## src/pim_defs.svh

```systemverilog
// Register addresses, reset values and widths for the port configuration and match block
`ifndef PIM_DEFS_SVH
`define PIM_DEFS_SVH

`define PIM_ADDR_PORT2_LATCH        8'hA0
`define PIM_ADDR_PORT1_OUTPUT_MODE  8'hA5
`define PIM_ADDR_PORT2_OUTPUT_MODE  8'hA6
`define PIM_ADDR_PORT4_OUTPUT_MODE  8'hAE
`define PIM_ADDR_PORT3_OUTPUT_MODE  8'hAF
`define PIM_ADDR_PORT3_LATCH        8'hB0
`define PIM_ADDR_PORT2_MATCH_VALUE  8'hB1
`define PIM_ADDR_PORT2_MATCH_MASK   8'hB2
`define PIM_ADDR_PORT4_LATCH        8'hB5
`define PIM_ADDR_PORT1_SKIP         8'hD5
`define PIM_ADDR_PORT2_SKIP         8'hD6
`define PIM_ADDR_PORT3_SKIP         8'hD7
`define PIM_ADDR_PORT1_MATCH_VALUE  8'hE1
`define PIM_ADDR_PORT1_MATCH_MASK   8'hE2
`define PIM_ADDR_PORT1_INPUT_MODE   8'hF2
`define PIM_ADDR_PORT2_INPUT_MODE   8'hF3
`define PIM_ADDR_PORT3_INPUT_MODE   8'hF4

`define PIM_RST_ONES                8'hFF
`define PIM_RST_ZERO                8'h00
`define PIM_RST_PORT4_LATCH         8'h7F
`define PIM_PORT4_MASK              8'h7F

`endif

```

## src/pim_pkg.sv

```systemverilog
// Types shared by the port configuration and match block
package pim_pkg;
  typedef logic [7:0] pim_byte_t;

  typedef struct packed {
    pim_byte_t p2_latch;
    pim_byte_t p3_latch;
    pim_byte_t p4_latch;
    pim_byte_t p1_omode;
    pim_byte_t p2_omode;
    pim_byte_t p3_omode;
    pim_byte_t p4_omode;
    pim_byte_t p1_imode;
    pim_byte_t p2_imode;
    pim_byte_t p3_imode;
    pim_byte_t p1_skip;
    pim_byte_t p2_skip;
    pim_byte_t p3_skip;
    pim_byte_t p1_mval;
    pim_byte_t p1_mmask;
    pim_byte_t p2_mval;
    pim_byte_t p2_mmask;
    pim_byte_t rd_data;
    pim_byte_t p2_oe;
    pim_byte_t p2_out;
    pim_byte_t p3_oe;
    pim_byte_t p3_out;
    pim_byte_t p4_oe;
    pim_byte_t p4_out;
    pim_byte_t p1_digital;
    pim_byte_t p2_digital;
    pim_byte_t p3_digital;
    pim_byte_t p1_skip_o;
    pim_byte_t p2_skip_o;
    pim_byte_t p3_skip_o;
    pim_byte_t p1_pushpull;
    logic      match_irq;
    logic      match_wake;
  } pim_state_s;
endpackage

```

## src/pim_port_io.sv

```systemverilog
// Port configuration registers, pin drive, readback and match event logic
`timescale 1ns/1ps
// -----------------------------------------------------------------------------
// -----------------------------------------------------------------------------
`include "pim_defs.svh"
module pim_port_io (
  input  wire logic       core_clk_i,
  input  wire logic       reset_n_i,
  // Special-function register bus
  input  wire logic [7:0] sfr_addr_i,
  input  wire logic       sfr_wr_i,
  input  wire logic       sfr_rd_i,
  input  wire logic       sfr_rmw_i,
  input  wire logic       sfr_bit_i,
  input  wire logic [2:0] sfr_bit_sel_i,
  input  wire logic [7:0] sfr_wdata_i,
  output logic      [7:0] sfr_rdata_o,
  // Interrupt enable and match outputs
  input  wire logic       match_interrupt_enable_i,
  output logic            match_irq_o,
  output logic            match_wake_o,
  // Crossbar signals
  input  wire logic [7:0] xbar_p2_sel_i,
  input  wire logic [7:0] xbar_p2_out_i,
  input  wire logic [7:0] xbar_p2_oe_i,
  input  wire logic [7:0] xbar_p3_sel_i,
  input  wire logic [7:0] xbar_p3_out_i,
  input  wire logic [7:0] xbar_p3_oe_i,
  input  wire logic [7:0] xbar_p4_sel_i,
  input  wire logic [7:0] xbar_p4_out_i,
  input  wire logic [7:0] xbar_p4_oe_i,
  output logic      [7:0] port1_skip_o,
  output logic      [7:0] port2_skip_o,
  output logic      [7:0] port3_skip_o,
  output logic      [7:0] port1_digital_o,
  output logic      [7:0] port2_digital_o,
  output logic      [7:0] port3_digital_o,
  output logic      [7:0] port1_push_pull_o,
  // Pins
  input  wire logic [7:0] port1_pin_i,
  input  wire logic [7:0] port2_pin_i,
  input  wire logic [7:0] port3_pin_i,
  input  wire logic [6:0] port4_pin_i,
  output logic      [7:0] port2_pin_o,
  output logic      [7:0] port2_pin_oe_o,
  output logic      [7:0] port3_pin_o,
  output logic      [7:0] port3_pin_oe_o,
  output logic      [6:0] port4_pin_o,
  output logic      [6:0] port4_pin_oe_o
);
  // ---------------------------------------------------------------------------
  // Pin synchronisers
  // ---------------------------------------------------------------------------
  logic [7:0] p1_s;
  logic [7:0] p2_s;
  logic [7:0] p3_s;
  logic [7:0] p4_s;

  pim_sync #(
    .WIDTH(8)
  ) u_sync1 (
    .core_clk_i (core_clk_i),
    .reset_n_i  (reset_n_i),
    .async_i    (port1_pin_i),
    .sync_o     (p1_s)
  );

  pim_sync #(
    .WIDTH(8)
  ) u_sync2 (
    .core_clk_i (core_clk_i),
    .reset_n_i  (reset_n_i),
    .async_i    (port2_pin_i),
    .sync_o     (p2_s)
  );

  pim_sync #(
    .WIDTH(8)
  ) u_sync3 (
    .core_clk_i (core_clk_i),
    .reset_n_i  (reset_n_i),
    .async_i    (port3_pin_i),
    .sync_o     (p3_s)
  );

  pim_sync #(
    .WIDTH(8)
  ) u_sync4 (
    .core_clk_i (core_clk_i),
    .reset_n_i  (reset_n_i),
    .async_i    ({1'b0, port4_pin_i}),
    .sync_o     (p4_s)
  );

  pim_pkg::pim_state_s r;
  pim_pkg::pim_state_s next_r;

  // ---------------------------------------------------------------------------
  // Helpers
  // ---------------------------------------------------------------------------
  // Byte write or single-bit write into a latch
  function automatic pim_pkg::pim_byte_t upd(input pim_pkg::pim_byte_t old, input logic bitw,
                                             input logic [2:0] sel, input pim_pkg::pim_byte_t wd);
    pim_pkg::pim_byte_t v;
    v = old;
    if (bitw) begin
      v[sel] = wd[0];
    end else begin
      v = wd;
    end
    return v;
  endfunction

  // Masked compare; bits clear in the mask can never mismatch
  function automatic logic mismatch(input pim_pkg::pim_byte_t pins, input pim_pkg::pim_byte_t mval,
                                    input pim_pkg::pim_byte_t mmask);
    return (pins & mmask) != (mval & mmask);
  endfunction

  // ---------------------------------------------------------------------------
  // Next-state logic
  // ---------------------------------------------------------------------------
  logic [7:0] p2_drv_out;
  logic [7:0] p2_drv_oe;
  logic [7:0] p3_drv_out;
  logic [7:0] p3_drv_oe;
  logic [7:0] p4_drv_out;
  logic [7:0] p4_drv_oe;
  logic       p1_mismatch;
  logic       p2_mismatch;
  logic       any_match;

  pim_pin_drive u_drv2 (
    .latch_i     (r.p2_latch),
    .push_pull_i (r.p2_omode),
    .digital_i   (r.p2_imode),
    .xbar_sel_i  (xbar_p2_sel_i),
    .xbar_out_i  (xbar_p2_out_i),
    .xbar_oe_i   (xbar_p2_oe_i),
    .pin_out_o   (p2_drv_out),
    .pin_oe_o    (p2_drv_oe)
  );
  pim_pin_drive u_drv3 (
    .latch_i     (r.p3_latch),
    .push_pull_i (r.p3_omode),
    .digital_i   (r.p3_imode),
    .xbar_sel_i  (xbar_p3_sel_i),
    .xbar_out_i  (xbar_p3_out_i),
    .xbar_oe_i   (xbar_p3_oe_i),
    .pin_out_o   (p3_drv_out),
    .pin_oe_o    (p3_drv_oe)
  );
  // Port 4 has no analog mode, so every pin counts as digital
  pim_pin_drive u_drv4 (
    .latch_i     (r.p4_latch),
    .push_pull_i (r.p4_omode),
    .digital_i   (`PIM_PORT4_MASK),
    .xbar_sel_i  (xbar_p4_sel_i),
    .xbar_out_i  (xbar_p4_out_i),
    .xbar_oe_i   (xbar_p4_oe_i),
    .pin_out_o   (p4_drv_out),
    .pin_oe_o    (p4_drv_oe)
  );

  always_comb begin
    next_r = r;

    // -------------------------------------------------------------------------
    // Match compare
    // -------------------------------------------------------------------------
    // Port 1 pins are driven elsewhere; analog pins compare as zero
    p1_mismatch = mismatch(p1_s & r.p1_imode, r.p1_mval, r.p1_mmask);
    p2_mismatch = mismatch(p2_s & r.p2_imode, r.p2_mval, r.p2_mmask);
    any_match   = p1_mismatch | p2_mismatch;

    // -------------------------------------------------------------------------
    // Register writes
    // -------------------------------------------------------------------------
    if (sfr_wr_i) begin
      case (sfr_addr_i)
        // Latches sit on every page; ports 2 and 3 take bit writes
        `PIM_ADDR_PORT2_LATCH:       next_r.p2_latch = upd(r.p2_latch, sfr_bit_i, sfr_bit_sel_i, sfr_wdata_i);
        `PIM_ADDR_PORT3_LATCH:       next_r.p3_latch = upd(r.p3_latch, sfr_bit_i, sfr_bit_sel_i, sfr_wdata_i);
        `PIM_ADDR_PORT4_LATCH:       next_r.p4_latch = sfr_wdata_i & `PIM_PORT4_MASK;
        `PIM_ADDR_PORT1_OUTPUT_MODE: next_r.p1_omode = sfr_wdata_i;
        `PIM_ADDR_PORT2_OUTPUT_MODE: next_r.p2_omode = sfr_wdata_i;
        `PIM_ADDR_PORT3_OUTPUT_MODE: next_r.p3_omode = sfr_wdata_i;
        `PIM_ADDR_PORT4_OUTPUT_MODE: next_r.p4_omode = sfr_wdata_i & `PIM_PORT4_MASK;
        `PIM_ADDR_PORT1_INPUT_MODE:  next_r.p1_imode = sfr_wdata_i;
        `PIM_ADDR_PORT2_INPUT_MODE:  next_r.p2_imode = sfr_wdata_i;
        `PIM_ADDR_PORT3_INPUT_MODE:  next_r.p3_imode = sfr_wdata_i;
        `PIM_ADDR_PORT1_SKIP:        next_r.p1_skip  = sfr_wdata_i;
        `PIM_ADDR_PORT2_SKIP:        next_r.p2_skip  = sfr_wdata_i;
        `PIM_ADDR_PORT3_SKIP:        next_r.p3_skip  = sfr_wdata_i;
        `PIM_ADDR_PORT1_MATCH_VALUE: next_r.p1_mval  = sfr_wdata_i;
        `PIM_ADDR_PORT1_MATCH_MASK:  next_r.p1_mmask = sfr_wdata_i;
        `PIM_ADDR_PORT2_MATCH_VALUE: next_r.p2_mval  = sfr_wdata_i;
        `PIM_ADDR_PORT2_MATCH_MASK:  next_r.p2_mmask = sfr_wdata_i;
        default: ;
      endcase
    end

    // -------------------------------------------------------------------------
    // Register reads
    // -------------------------------------------------------------------------
    next_r.rd_data = `PIM_RST_ZERO;
    if (sfr_rd_i) begin
      case (sfr_addr_i)
        // Plain reads see the pin; read-modify-write sees the latch
        `PIM_ADDR_PORT2_LATCH:       next_r.rd_data = sfr_rmw_i ? r.p2_latch : (p2_s & r.p2_imode);
        `PIM_ADDR_PORT3_LATCH:       next_r.rd_data = sfr_rmw_i ? r.p3_latch : (p3_s & r.p3_imode);
        `PIM_ADDR_PORT4_LATCH:       next_r.rd_data = sfr_rmw_i ? r.p4_latch : (p4_s & `PIM_PORT4_MASK);
        `PIM_ADDR_PORT1_OUTPUT_MODE: next_r.rd_data = r.p1_omode;
        `PIM_ADDR_PORT2_OUTPUT_MODE: next_r.rd_data = r.p2_omode;
        `PIM_ADDR_PORT3_OUTPUT_MODE: next_r.rd_data = r.p3_omode;
        `PIM_ADDR_PORT4_OUTPUT_MODE: next_r.rd_data = r.p4_omode;
        `PIM_ADDR_PORT1_INPUT_MODE:  next_r.rd_data = r.p1_imode;
        `PIM_ADDR_PORT2_INPUT_MODE:  next_r.rd_data = r.p2_imode;
        `PIM_ADDR_PORT3_INPUT_MODE:  next_r.rd_data = r.p3_imode;
        `PIM_ADDR_PORT1_SKIP:        next_r.rd_data = r.p1_skip;
        `PIM_ADDR_PORT2_SKIP:        next_r.rd_data = r.p2_skip;
        `PIM_ADDR_PORT3_SKIP:        next_r.rd_data = r.p3_skip;
        `PIM_ADDR_PORT1_MATCH_VALUE: next_r.rd_data = r.p1_mval;
        `PIM_ADDR_PORT1_MATCH_MASK:  next_r.rd_data = r.p1_mmask;
        `PIM_ADDR_PORT2_MATCH_VALUE: next_r.rd_data = r.p2_mval;
        `PIM_ADDR_PORT2_MATCH_MASK:  next_r.rd_data = r.p2_mmask;
        default:                     next_r.rd_data = `PIM_RST_ZERO;
      endcase
    end

    // -------------------------------------------------------------------------
    // Pin drive and crossbar outputs
    // -------------------------------------------------------------------------
    // Registered pin drive; one cycle behind the latch and crossbar
    next_r.p2_out = p2_drv_out;
    next_r.p2_oe  = p2_drv_oe;
    next_r.p3_out = p3_drv_out;
    next_r.p3_oe  = p3_drv_oe;
    next_r.p4_out = p4_drv_out & `PIM_PORT4_MASK;
    next_r.p4_oe  = p4_drv_oe & `PIM_PORT4_MASK;

    next_r.p1_digital  = r.p1_imode;
    next_r.p2_digital  = r.p2_imode;
    next_r.p3_digital  = r.p3_imode;
    next_r.p1_pushpull = r.p1_omode & r.p1_imode;
    next_r.p1_skip_o   = r.p1_skip;
    next_r.p2_skip_o   = r.p2_skip;
    next_r.p3_skip_o   = r.p3_skip;

    // -------------------------------------------------------------------------
    // Match event
    // -------------------------------------------------------------------------
    // Wake is unconditional; the interrupt request waits on its enable
    next_r.match_wake = any_match;
    next_r.match_irq  = any_match & match_interrupt_enable_i;
  end

  // ---------------------------------------------------------------------------
  // State register
  // ---------------------------------------------------------------------------
  always_ff @(posedge core_clk_i or negedge reset_n_i) begin
    if (!reset_n_i) begin
      r          <= '0;
      r.p2_latch <= `PIM_RST_ONES;
      r.p3_latch <= `PIM_RST_ONES;
      r.p4_latch <= `PIM_RST_PORT4_LATCH;
      r.p1_imode <= `PIM_RST_ONES;
      r.p2_imode <= `PIM_RST_ONES;
      r.p3_imode <= `PIM_RST_ONES;
      r.p1_mval  <= `PIM_RST_ONES;
      r.p2_mval  <= `PIM_RST_ONES;
    end else begin
      r <= next_r;
    end
  end

  // ---------------------------------------------------------------------------
  // Outputs
  // ---------------------------------------------------------------------------
  assign sfr_rdata_o       = r.rd_data;
  assign match_irq_o       = r.match_irq;
  assign match_wake_o      = r.match_wake;
  assign port1_skip_o      = r.p1_skip_o;
  assign port2_skip_o      = r.p2_skip_o;
  assign port3_skip_o      = r.p3_skip_o;
  assign port1_digital_o   = r.p1_digital;
  assign port2_digital_o   = r.p2_digital;
  assign port3_digital_o   = r.p3_digital;
  assign port1_push_pull_o = r.p1_pushpull;
  assign port2_pin_o       = r.p2_out;
  assign port2_pin_oe_o    = r.p2_oe;
  assign port3_pin_o       = r.p3_out;
  assign port3_pin_oe_o    = r.p3_oe;
  assign port4_pin_o       = r.p4_out[6:0];
  assign port4_pin_oe_o    = r.p4_oe[6:0];
endmodule // pim_port_io

```

## src/pim_sync.sv

```systemverilog
// Two-flop synchroniser for a vector of pin levels
`timescale 1ns/1ps
module pim_sync #(
  parameter int WIDTH = 8
) (
  input  wire logic             core_clk_i,
  input  wire logic             reset_n_i,
  input  wire logic [WIDTH-1:0] async_i,
  output logic      [WIDTH-1:0] sync_o
);
  typedef struct packed {
    logic [WIDTH-1:0] stage1;
    logic [WIDTH-1:0] stage2;
  } pim_sync_s;

  pim_sync_s r;
  pim_sync_s next_r;

  // First stage feeds only the second stage
  always_comb begin
    next_r.stage1 = async_i;
    next_r.stage2 = r.stage1;
  end

  always_ff @(posedge core_clk_i or negedge reset_n_i) begin
    if (!reset_n_i) begin
      r <= '0;
    end else begin
      r <= next_r;
    end
  end

  assign sync_o = r.stage2;
endmodule // pim_sync

```

## src/pim_pin_drive.sv

```systemverilog
// Per-pin output driver selection for one 8-bit port
`timescale 1ns/1ps
module pim_pin_drive (
  input  wire logic [7:0] latch_i,
  input  wire logic [7:0] push_pull_i,
  input  wire logic [7:0] digital_i,
  input  wire logic [7:0] xbar_sel_i,
  input  wire logic [7:0] xbar_out_i,
  input  wire logic [7:0] xbar_oe_i,
  output logic      [7:0] pin_out_o,
  output logic      [7:0] pin_oe_o
);
  logic [7:0] data;
  logic [7:0] pp;

  always_comb begin
    // Crossbar-owned pins take the peripheral value, others the latch
    data = (xbar_sel_i & xbar_out_i) | (~xbar_sel_i & latch_i);
    pp   = push_pull_i & digital_i;
    // Low drives on digital pins; high drives only in push-pull, else floats
    pin_out_o = data & digital_i;
    // Ownership is per pin, so the crossbar enable only counts where that pin is selected
    pin_oe_o  = digital_i & xbar_sel_i & xbar_oe_i & (~data | pp) |
                digital_i & ~xbar_sel_i & (~data | pp);
  end
endmodule // pim_pin_drive

```

## config.mk

```make
export PLATFORM = sky130hd
export DESIGN_NAME = pim_port_io
export DESIGN_NICKNAME = d
export VERILOG_FILES = /design/src/pim_pkg.sv /design/src/pim_port_io.sv /design/src/pim_sync.sv /design/src/pim_pin_drive.sv
export VERILOG_INCLUDE_DIRS = /design/src /design/src/src
export SDC_FILE = /design/constraint.sdc
export NUM_CORES = 1
export LEC_CHECK = 0
export BUFFER_PORTS_ARGS = -buffer_cell sky130_fd_sc_hd__buf_4
export CORE_MARGIN = 2
export CORE_UTILIZATION = 40
export DETAILED_ROUTE_END_ITERATION = 8
export SLEW_MARGIN = 0
export SYNTH_ARGS = -nofsm -noshare
export SYNTH_HDL_FRONTEND = slang
export SYNTH_SLANG_ARGS = --single-unit
export TNS_END_PERCENT = 20
```

## constraint.sdc

```tcl
create_clock -name core_clk_i -period 4.8 [get_ports core_clk_i]
set_input_delay 0.48 -clock core_clk_i [delete_from_list [all_inputs] [get_ports core_clk_i]]
set_output_delay 0.48 -clock core_clk_i [all_outputs]
set_load 0.03 [all_outputs]
```

==> results of run 1 <==
-- worst register-to-register path, stage by stage, from the launching register on --
cell and delay (ns):
dfstp_2 0.63, nand2_1 0.14, xnor2_1 0.18, a22o_1 0.18
a221oi_1 0.25, nand4_1 0.22, and2_1 0.21
-- cell usage after synthesis (all sizes together) (2+ instances only) --
cell    number
and2        10
o21ai      166
and3         5
nor3b        2
a22o         8
and4b        3
nor2        29
a41oi        2
and4         2
nand2      181
buf        135
clkbuf      35
a32o         2
xor2         2
o22ai        3
a21boi      17
dfrtp      245
nor4b        2
nand2b      18
a32oi        5
o31ai        3
a21oi       51
nor3         9
nand4        7
a22oi       22
a221oi       6
xnor2       16
dfstp       63
inv         34
a222oi       2
mux2        51
o32ai        2
a221o        2
nand3b       2
mux2i       13
a31oi       10
nor2b       14
nand3       36
or2          3
-- placed cells by master (no fill, tap or decap), types with 3 or more instances in the layout --
cell | netlist | layout
dfrtp_1 | 245 | 245
buf_4 | 115 | 238
nand2_1 | 181 | 181
o21ai_0 | 163 | 163
dfstp_2 | 63 | 63
a21oi_1 | 51 | 51
mux2_2 | 41 | 41
clkbuf_16 | 0 | 37
nand3_1 | 35 | 35
inv_1 | 34 | 34
nor2_1 | 28 | 28
a22oi_1 | 22 | 22
nand2b_1 | 18 | 18
a21boi_0 | 17 | 17
xnor2_1 | 16 | 16
nor2b_1 | 14 | 14
mux2i_1 | 13 | 13
a31oi_1 | 10 | 10
and2_1 | 10 | 10
clkbuf_8 | 0 | 10
a22o_1 | 8 | 8
nor3_1 | 7 | 7
nand4_1 | 7 | 7
mux2_4 | 7 | 7
a221oi_1 | 6 | 6
clkbuf_1 | 35 | 6
a32oi_1 | 5 | 5
and3_1 | 3 | 3
mux2_1 | 3 | 3
o21ai_1 | 3 | 3
and4b_1 | 3 | 3
o22ai_1 | 3 | 3
bufinv_16 | 0 | 3
-- per-stage QoR --
step / power (uW) / std cells / utilization / area [um^2] / hold slack [ns]
after floorplan: 3104 / 1230 / - / 13300 / 0.1844
after global placement: 3345 / 1742 / 0.4466 / 14570 / 0.3338
after detailed placement: 3354 / 1742 / 0.4466 / 14570 / 0.3347
after CTS: 6132 / 1804 / 0.4840 / 15790 / 0.06320
after global routing: 6284 / 1804 / 0.4840 / 15790 / 0.05875
final: 6066 / 1804 / 0.4840 / 15790 / 0.07551
-- timing repair --
| action | CTS | global route |
|---|---|---|
| hold buffers | 1 | 0 |
| setup endpoints to repair | 0 | 0 |
| hold endpoints to repair | 3 | 0 |
-- kinds of logic after synthesis --
kind of cell              synth area share
DFF                                 0.5856
and+or+nand+nor                     0.1194
buffers and inverters              0.09269
xor gates and xnor gates           0.01186
muxes                              0.05495
AOI/OAI and AO/OA                   0.1355
-- layer usage --
| layer | global-route usage | vias to the layer above | wire (um) |
|---|---|---|---|
| met3 | 0.04062 | 73 | 2550 |
| li1 | - | 4336 | - |
| met2 | 0.3540 | 364 | 18040 |
| met5 | 0 | - | 0 |
| met4 | 0.08092 | 0 | 1299 |
| met1 | 0.3046 | 4580 | 16710 |
-- where the power goes --
| group | total [uW] | switching [uW] | leakage [uW] | internal (uW) |
|---|---|---|---|---|
| registers | 2820 | 89.8 | 0.00388 | 2730 |
| clock network | 2760 | 1040 | 0.000594 | 1720 |
| logic | 489 | 303 | 0.00259 | 187 |
-- area by class of cell --
type | instances | area, um^2
timing repair buffer | 241 | 1832
clock inverter | 8 | 125.1
inverter | 34 | 127.6
clock buffer | 53 | 1086
tap | 442 | 553.0
fill | 3002 | 16830
multi-input combinational | 718 | 4278
sequential | 308 | 7786
-- final timing paths --
check,slack [ns],to,depth (start not counted),startpoint
setup / recovery,2.54,r[218]$_DFFE_PN0P_,5,sfr_addr_i[0]
hold / removal,0.08,u_sync3.next_r[0]$_DFF_PN0_,1,port3_pin_i[0]
setup reg to reg,2.88,match_irq_o$_DFF_PN0_,6,next_r[46]$_DFFE_PN1P_
hold reg to reg,0.35,u_sync4.sync_o[1]$_DFF_PN0_,0,u_sync4.next_r[1]$_DFF_PN0_
max in group asynchronous,3.03,u_sync2.next_r[6]$_DFF_PN0_,3,reset_n_i
min in group asynchronous,0.56,port1_digital_o[5]$_DFF_PN0_,2,reset_n_i
==> run metrics, run 1 <==
Die Span X 186.3 um; cell area after synthesis 13,300 um^2; TritonCTS Buffers 34; clk sinks 308; type of the worst min-delay path in -> reg; minimum period implied by the final worst setup slack 2.260 ns; Mapped Cells 1,230; ratio of cells with drive above 1 in the final layout 0.3091; placement row count 66; Root Buffer clkbuf_16; TritonCTS clock tree done; grt total ovfl 0; register bank with the most flops r; final hold violation count 0; Synth async-reset ratio 1.000; maximum clock frequency 442.4 MHz; Port Buffers 237; clock tree skew after final layout 0.01446 ns; Critical Path RT 5.20 ns; setup tns final 0 ns; number of remaining DRC errors 0; Routed WL per cell 21.40 um; buffer depth of the longest clock path 3; maximum fanout along the worst path 38; register area share after synthesis 0.5856; number of distinct library cells after synthesis 64; fin. max-slew vios 0; starting density of the core 0.4076; Main synth FF type dfrtp_1; highest ir drop seen on vdd 0.2202 mV; fin crit share 0.4709; signed area change from the synthesized netlist to the final layout 18.73%; RSZ-0062 raised after global routing false; Slew Limit Headroom 0.4611; Power per Cell Area 384.2 nW/um^2; total number of vias 9,353; Place WS 2.061 ns; WP buf/inv 1; Critical Path Sink Type flop; setup ws final 2.540 ns; result of the run completed; htree depth 2; clock slew at reported path FFs 0.06 ns; share of Yosys cell area claimed by the top area cell type 0.4611; max FFs per register 86; Core Box Area 32,620 um^2; number of placed I/O pins 241; number of iterations in the first detailed-routing pass 5; half-perimeter wire length after detailed placement 27,690 um; first-pass GRT wire length 58,590 um; leakage power total 0.007065 uW; kind of critical path in -> reg; ranking of synthesized cells by area dfrtp_1, dfstp_2, buf_4; Tot GR Track Use 0.2222; count of state elements after synthesis 308; CP top delay family simple AND/OR/NAND/NOR gates; number of enable-type register cells in the synthesized netlist 0; cell-by-cell trace of the critical path buf_4 -> nand2b_1 -> nor2_1 -> nand3_1 -> mux2_2; via count of the first global-routing pass 9,410; syn nets 1,359; max-capacitance violation count 0; Setup crit start kind primary input; final layout net count 1,466; die area 34,720 um^2; warnings from Yosys 0; critical path data arrival time 2.66 ns; buffers inserted by post-CTS timing repair 0; endpoints failing setup 0; transition time at the pin with the least slew margin 0.8035 ns; biggest cell delay along the critical path 0.59 ns; latest clock arrival within the worst-skew pair 0.51 ns; Routed Antenna Nets 0; average cell area after synthesis 10.81 um^2; largest net degree at the start of global routing 121; weighted congestion reported at the end of routability-driven placement 0.9045; post_cts resized 0; most area-hungry cell type in the Yosys netlist dfrtp_1; antenna diode count 0; library cell contributing the largest single delay on the critical path nor2_1; number of vias per cell 5.185; Die Ht 186.3 um; number of antenna violations at the first check in global routing 0; DRT Wirelength 38,600 um; number of DRC markers after the initial detailed-route iteration 785
Power figures use the tool's default switching activity.
==> run 2, diff against run 1 <==
Clock period 4.8 ns to 2.1 ns, I/O delays scaled along.
==> run 2 against run 1 <==
Compared with the run above: core utilization increased by 5.3 points; global-route usage increased by 1.7 points; clock power increased by 120%; critical endpoint is now match_irq_o$_DFF_PN0_.
==> run metrics, run 2 (synthesis results as in run 1) <==
register bank with the most flops r; transition time at the pin with the least slew margin 0.5838 ns (-0.2197 ns); grt total ovfl 0 (unchanged); most frequent cells in the layout buf_4, dfrtp_1, nand2_1, o21ai_0, dlygate4sd3_1; maximum clock frequency 536.6 MHz; number of iterations in the first detailed-routing pass 5 (unchanged); cts-stage hold buffer count 114 (+113); Routed Antenna Nets 0 (unchanged); Port Buffers 237 (unchanged); library cell contributing the largest single delay on the critical path dfstp_2; Die Span X 186.3 um (unchanged); critical path data arrival time 2.27 ns (-0.39 ns); Slew Limit Headroom 0.6108 (+0.1497); result of the run completed; final layout net count 1,659 (+13%); largest net degree at the start of global routing 65 (-46%); leading cell type in the layout, fill and taps excluded buf_4; TritonCTS Buffers 34 (unchanged); Layout Cell Area excl Fill 17,520 um^2 (+11%); endpoints failing setup 0 (unchanged); Critical Path Sink Type flop; ratio of cells with drive above 1 in the final layout 0.3188 (+0.009662); total number of vias 10,223 (+9.3%); starting density of the core 0.4076 (unchanged); Area after DPL 15,230 um^2 (+4.6%); fin crit share 0.8874; Core Box Area 32,620 um^2 (unchanged); weighted congestion reported at the end of routability-driven placement 0.9397 (+3.9%); final hold violation count 0 (unchanged); Root Buffer clkbuf_16; share of power burned in registers 0.461 (-0.003); die area 34,720 um^2 (unchanged); htree depth 2 (unchanged); Switch Pwr 3352 uW (+130%); buffer depth of the longest clock path 3 (unchanged); logic gate share of total power 0.100 (+0.019); via count of the first global-routing pass 10,398 (+10%); type of the worst min-delay path in -> reg; biggest cell delay along the critical path 0.59 ns (about the same); start of the worst register-to-register path next_r[44]$_DFFE_PN1P_; signed area change from the synthesized netlist to the final layout 31.79%; number of DRC markers after the initial detailed-route iteration 785 (unchanged); max FFs per register 86 (unchanged); TritonCTS clock tree done; clock tree skew after final layout 0.01623 ns (+0.001772 ns); number of remaining DRC errors 0 (unchanged); switching share of total power 0.2407 (+0.004558); latest clock arrival within the worst-skew pair 0.52 ns (about the same); first-pass GRT wire length 63,270 um (+8.0%); portion of total power attributed to the clock network 0.438 (-0.017); Pint 10,580 uW (+130%); clk sinks 308 (unchanged); half-perimeter wire length after detailed placement 30,040 um (+8.5%); minimum period implied by the final worst setup slack 1.864 ns; number of placed I/O pins 241 (unchanged); cell-by-cell trace of the critical path nand2_1 -> xnor2_1 -> a22oi_1 -> and4_1 -> nand4_1 -> and2_1; DRT Wirelength 41,640 um (+7.9%); buffers inserted by post-CTS timing repair 0 (unchanged); Setup crit start kind flop; kind of critical path reg -> reg; placement row count 66 (unchanged); clock slew at reported path FFs 0.06 ns (about the same); Critical Path RT 2.50 ns (-2.70 ns); highest ir drop seen on vdd 0.6245 mV (+180%); leakage power total 0.007969 uW (+13%); maximum fanout along the worst path 6 (-84%); origin of the worst setup path next_r[44]$_DFFE_PN1P_; number of vias per cell 5.117 (-1.3%); Die Ht 186.3 um (unchanged); RSZ-0062 raised after global routing false; post_cts resized 0 (unchanged); setup tns final 0 ns (unchanged); reg-to-reg slack, setup 0.24 ns (-2.64 ns); Tot GR Track Use 0.2396 (+0.01741); Power per Cell Area 794.8 nW/um^2 (+110%); Worst Reg-to-Reg Cells 6 (unchanged); worst setup path end match_irq_o$_DFF_PN0_; number of antenna violations at the first check in global routing 0 (unchanged); fin. max-slew vios 0 (unchanged); R2R Path End match_irq_o$_DFF_PN0_; max-capacitance violation count 0 (unchanged); antenna diode count 0 (unchanged); Routed WL per cell 20.84 um (-2.6%)
[run 2: cell count changes in the layout (fill, tap and decap cells not counted), moves of 2 or more]
| cell | change |
|---|---|
| buf_12 | +5 |
| clkbuf_1 | +6 |
| buf_4 | +75 |
| dlygate4sd3_1 | +113 |
| clkbuf_8 | -3 |
| clkinv_4 | -2 |
[run 2: worst min-delay path by stage]
stage	start	to	cells past startpoint
2_1_floorplan	reset_n_i	match_irq_o$_DFF_PN0_	0
3_3_place_gp	reset_n_i	port1_digital_o[6]$_DFF_PN0_	1
3_5_place_dp	reset_n_i	port1_digital_o[6]$_DFF_PN0_	1
4_1_cts	xbar_p2_out_i[7]	port2_pin_o[7]$_DFF_PN0_	3
5_1_grt	xbar_p2_out_i[7]	port2_pin_o[7]$_DFF_PN0_	3
6_report	xbar_p2_out_i[7]	port2_pin_o[7]$_DFF_PN0_	3
[run 2: power groups by stage]
stage	combinational, uW	clock [uW]	sequential (uW)
detailed placement	1230	0	6520
global route	1510	6470	6450
floorplan	657	0	6440
finish	1400	6100	6430
CTS	1400	6220	6420
global placement	1220	0	6520
[run 2: final cells by class]
type                    instances  area [um^2]
fillers                      2829        15100
repair buffers                434         3626
clock inverters                 6        85.08
flip-flops and latches        308         7786
multi-input cells             718         4278
clock buffers                  56         1067
inverters                      34        127.6
well taps                     442        553.0
[run 2: routing by layer]
layer	vias to the layer above	track usage	wire length (um)
met2	362	0.3927	19980
met4	0	0.08646	1416
met1	5071	0.3203	17770
met3	79	0.04251	2471
met5	-	0	0
li1	4711	-	-
[run 2: worst max-delay path: cells and delay by family (launching register included)]
family          cells  cell delay, ns
simple gates        4            0.84
compound gates      1            0.17
xor+xnor            1            0.17
flops               1            0.59
[run 2: per-stage QoR]
stage | hold slack (ns) | worst slack, ns | total power, uW | instances | utilization
finish | 0.02065 | 0.2364 | 13930 | 1998 | 0.5372
global route | 0.03606 | 0.1249 | 14430 | 1998 | 0.5372
CTS | 0.001123 | 0.2452 | 14040 | 1998 | 0.5372
detailed placement | 0.1792 | 0.07528 | 7754 | 1822 | 0.4669
global placement | 0.1807 | 0.1071 | 7738 | 1822 | 0.4669
floorplan | -0.08559 | 0.4503 | 7096 | 1230 | -
==> run 3, diff against run 2 <==
Settings changed: CTS_BUF_LIST from default to sky130_fd_sc_hd__clkbuf_8.
==> run 3 against run 2 <==
Compared with the run above: core utilization decreased by 0.23 points; clock power down 17%; hold slack improved by 0.074 ns; global-route usage is 0.080 points lower; critical path depth unchanged; register-to-register slack got worse by 0.05 ns; wire length shrank 0.28%; highest routed layer unchanged; count of clock-buffer cells in the layout increased by 6.
==> run metrics, run 3 (synthesis results as in run 1) <==
area of the multi-input gates 4278 um^2 (unchanged); number of antenna violations at the first check in global routing 0 (unchanged); number of vias per cell 5.033 (-1.6%); max-capacitance violation count 0 (unchanged); final layout net count 1,683 (+1.4%); placement row count 66 (unchanged); Power per Cell Area 740.8 nW/um^2 (-6.8%); clock slew at reported path FFs 0.06 ns (about the same); logic gate share of total power 0.109 (+0.009); register bank with the most flops r; total area of sequential cells 7786 um^2 (unchanged); switching share of total power 0.2542 (+0.01346); ratio of cells with drive above 1 in the final layout 0.3218 (+0.003066); setup ws final 0.1820 ns (-0.05443 ns); Die Ht 186.3 um (unchanged); weighted congestion reported at the end of routability-driven placement 0.9397 (unchanged); final cell count without fillers 2,036 (+1.9%); antenna diode count 0 (unchanged); minimum period implied by the final worst setup slack 1.918 ns (+0.05442 ns); number of inserted filler cells in the final layout 2,853 (+0.85%); number of iterations in the first detailed-routing pass 5 (unchanged); TritonCTS clock tree done; latest clock arrival within the worst-skew pair 0.57 ns (+0.05 ns); largest net degree at the start of global routing 65 (unchanged); max FFs per register 86 (unchanged); kind of critical path reg -> reg; leading cell type in the layout, fill and taps excluded buf_4; Root Buffer clkbuf_8; hold_ws 0.09514 ns (+0.07449 ns); final hold violation count 0 (unchanged); Pint 9640 uW (-8.8%); result of the run completed; Routed Antenna Nets 0 (unchanged); signed area change from the synthesized netlist to the final layout 31.22%; first-pass GRT wire length 63,350 um (+0.12%); Routed WL per cell 20.39 um (-2.1%); Critical Path RT 2.54 ns (+0.04 ns); Core Box Area 32,620 um^2 (unchanged); RSZ-0062 raised after global routing false; number of DRC markers after the initial detailed-route iteration 748 (-4.7%); DRT Wirelength 41,520 um (-0.28%); grt total ovfl 0 (unchanged); cell count after placement 1,822 (unchanged); fin. max-slew vios 0 (unchanged); via count of the first global-routing pass 10,560 (+1.6%); Die Span X 186.3 um (unchanged); Critical Path Sink Type flop; maximum clock frequency 521.4 MHz (-2.8%); transition time at the pin with the least slew margin 0.5851 ns (+0.001272 ns); portion of total power attributed to the clock network 0.394 (-0.044); highest ir drop seen on vdd 0.5769 mV (-7.6%); Layout Cell Area excl Fill 17,450 um^2 (-0.43%); most frequent cells in the layout buf_4, dfrtp_1, nand2_1, o21ai_0, dlygate4sd3_1; Slew Limit Headroom 0.6099 (-0.0008480); clock tree skew after final layout 0.01368 ns (-0.002557 ns); half-perimeter wire length after detailed placement 30,040 um (unchanged); setup tns final 0 ns (unchanged); number of remaining DRC errors 0 (unchanged); Place WS 0.07528 ns (unchanged); number of placed I/O pins 241 (unchanged); Tot GR Track Use 0.2388 (-0.0008031); buffers inserted by post-CTS timing repair 0 (unchanged); leakage power total 0.008053 uW (+1.1%); htree depth 2 (unchanged); buffer depth of the longest clock path 3 (unchanged); maximum fanout along the worst path 6 (unchanged); TritonCTS Buffers 50 (+47%); Switch Pwr 3285 uW (-2.0%); Area after DPL 15,230 um^2 (unchanged); total number of vias 10,247 (+0.23%); Setup crit start kind flop; Port Buffers 237 (unchanged); fin crit share 0.9133 (+0.02592); starting density of the core 0.4076 (unchanged); critical path data arrival time 2.36 ns (+0.09 ns); endpoints failing setup 0 (unchanged); die area 34,720 um^2 (unchanged); share of power burned in registers 0.497 (+0.036); type of the worst min-delay path in -> reg; clk sinks 308 (unchanged)
## run 3: layout make-up
cell class | count | area share
inverters | 34 | 0.007314
well taps | 442 | 0.03170
clock buffers | 62 | 0.04891
repair buffers | 442 | 0.2124
clock inverters | 30 | 0.008247
flip-flops and latches | 308 | 0.4463
multi-input cells | 718 | 0.2452
## run 3: worst max-delay path, cell delays in order (launching register included)
cell and delay, ns:
dfstp_2 0.59, nand2_1 0.16, xnor2_1 0.16, a22oi_1 0.22
and4_1 0.22, nand4_1 0.20, and2_1 0.24
## run 3: timing repair
item	4_1_cts	5_1_grt
hold buffers	122	0
endpoints found under the hold margin	180	0
resized for setup	0	0
endpoints found under the setup margin	0	0
## run 3: final timing paths
check,from,to,slack [ns],cells after the start
worst max-delay path,next_r[49]$_DFFE_PN1P_,match_irq_o$_DFF_PN0_,0.18,6
worst min-delay path,sfr_rd_i,sfr_rdata_o[7]$_DFF_PN0_,0.1,4
worst max register to register,next_r[49]$_DFFE_PN1P_,match_irq_o$_DFF_PN0_,0.18,6
worst min register to register,u_sync1.next_r[3]$_DFF_PN0_,u_sync1.sync_o[3]$_DFF_PN0_,0.34,0
max in group asynchronous,reset_n_i,r[240]$_DFFE_PN1P_,1.18,3
min in group asynchronous,reset_n_i,port1_skip_o[5]$_DFF_PN0_,0.18,2
## run 3: through the flow
stage | utilization | power [uW]
floorplan | - | 7096
global placement | 0.4669 | 7738
detailed placement | 0.4669 | 7754
CTS | 0.5349 | 13080
global route | 0.5349 | 13510
finish | 0.5349 | 12930
## run 3: power by group through the flow
stage	clock, uW	combinational, uW	sequential (uW)
3_3_place_gp	0	1220	6520
4_1_cts	5240	1410	6420
2_1_floorplan	0	657	6440
6_report	5090	1410	6430
5_1_grt	5540	1520	6450
3_5_place_dp	0	1230	6520
## run 3: routing by layer
layer,track usage,share of wire,routed length [um]
met1,0.3220,0.44,18120
met2,0.3938,0.48,19980
met3,0.04307,0.057,2358
met4,0.07292,0.026,1062
met5,0,0,0
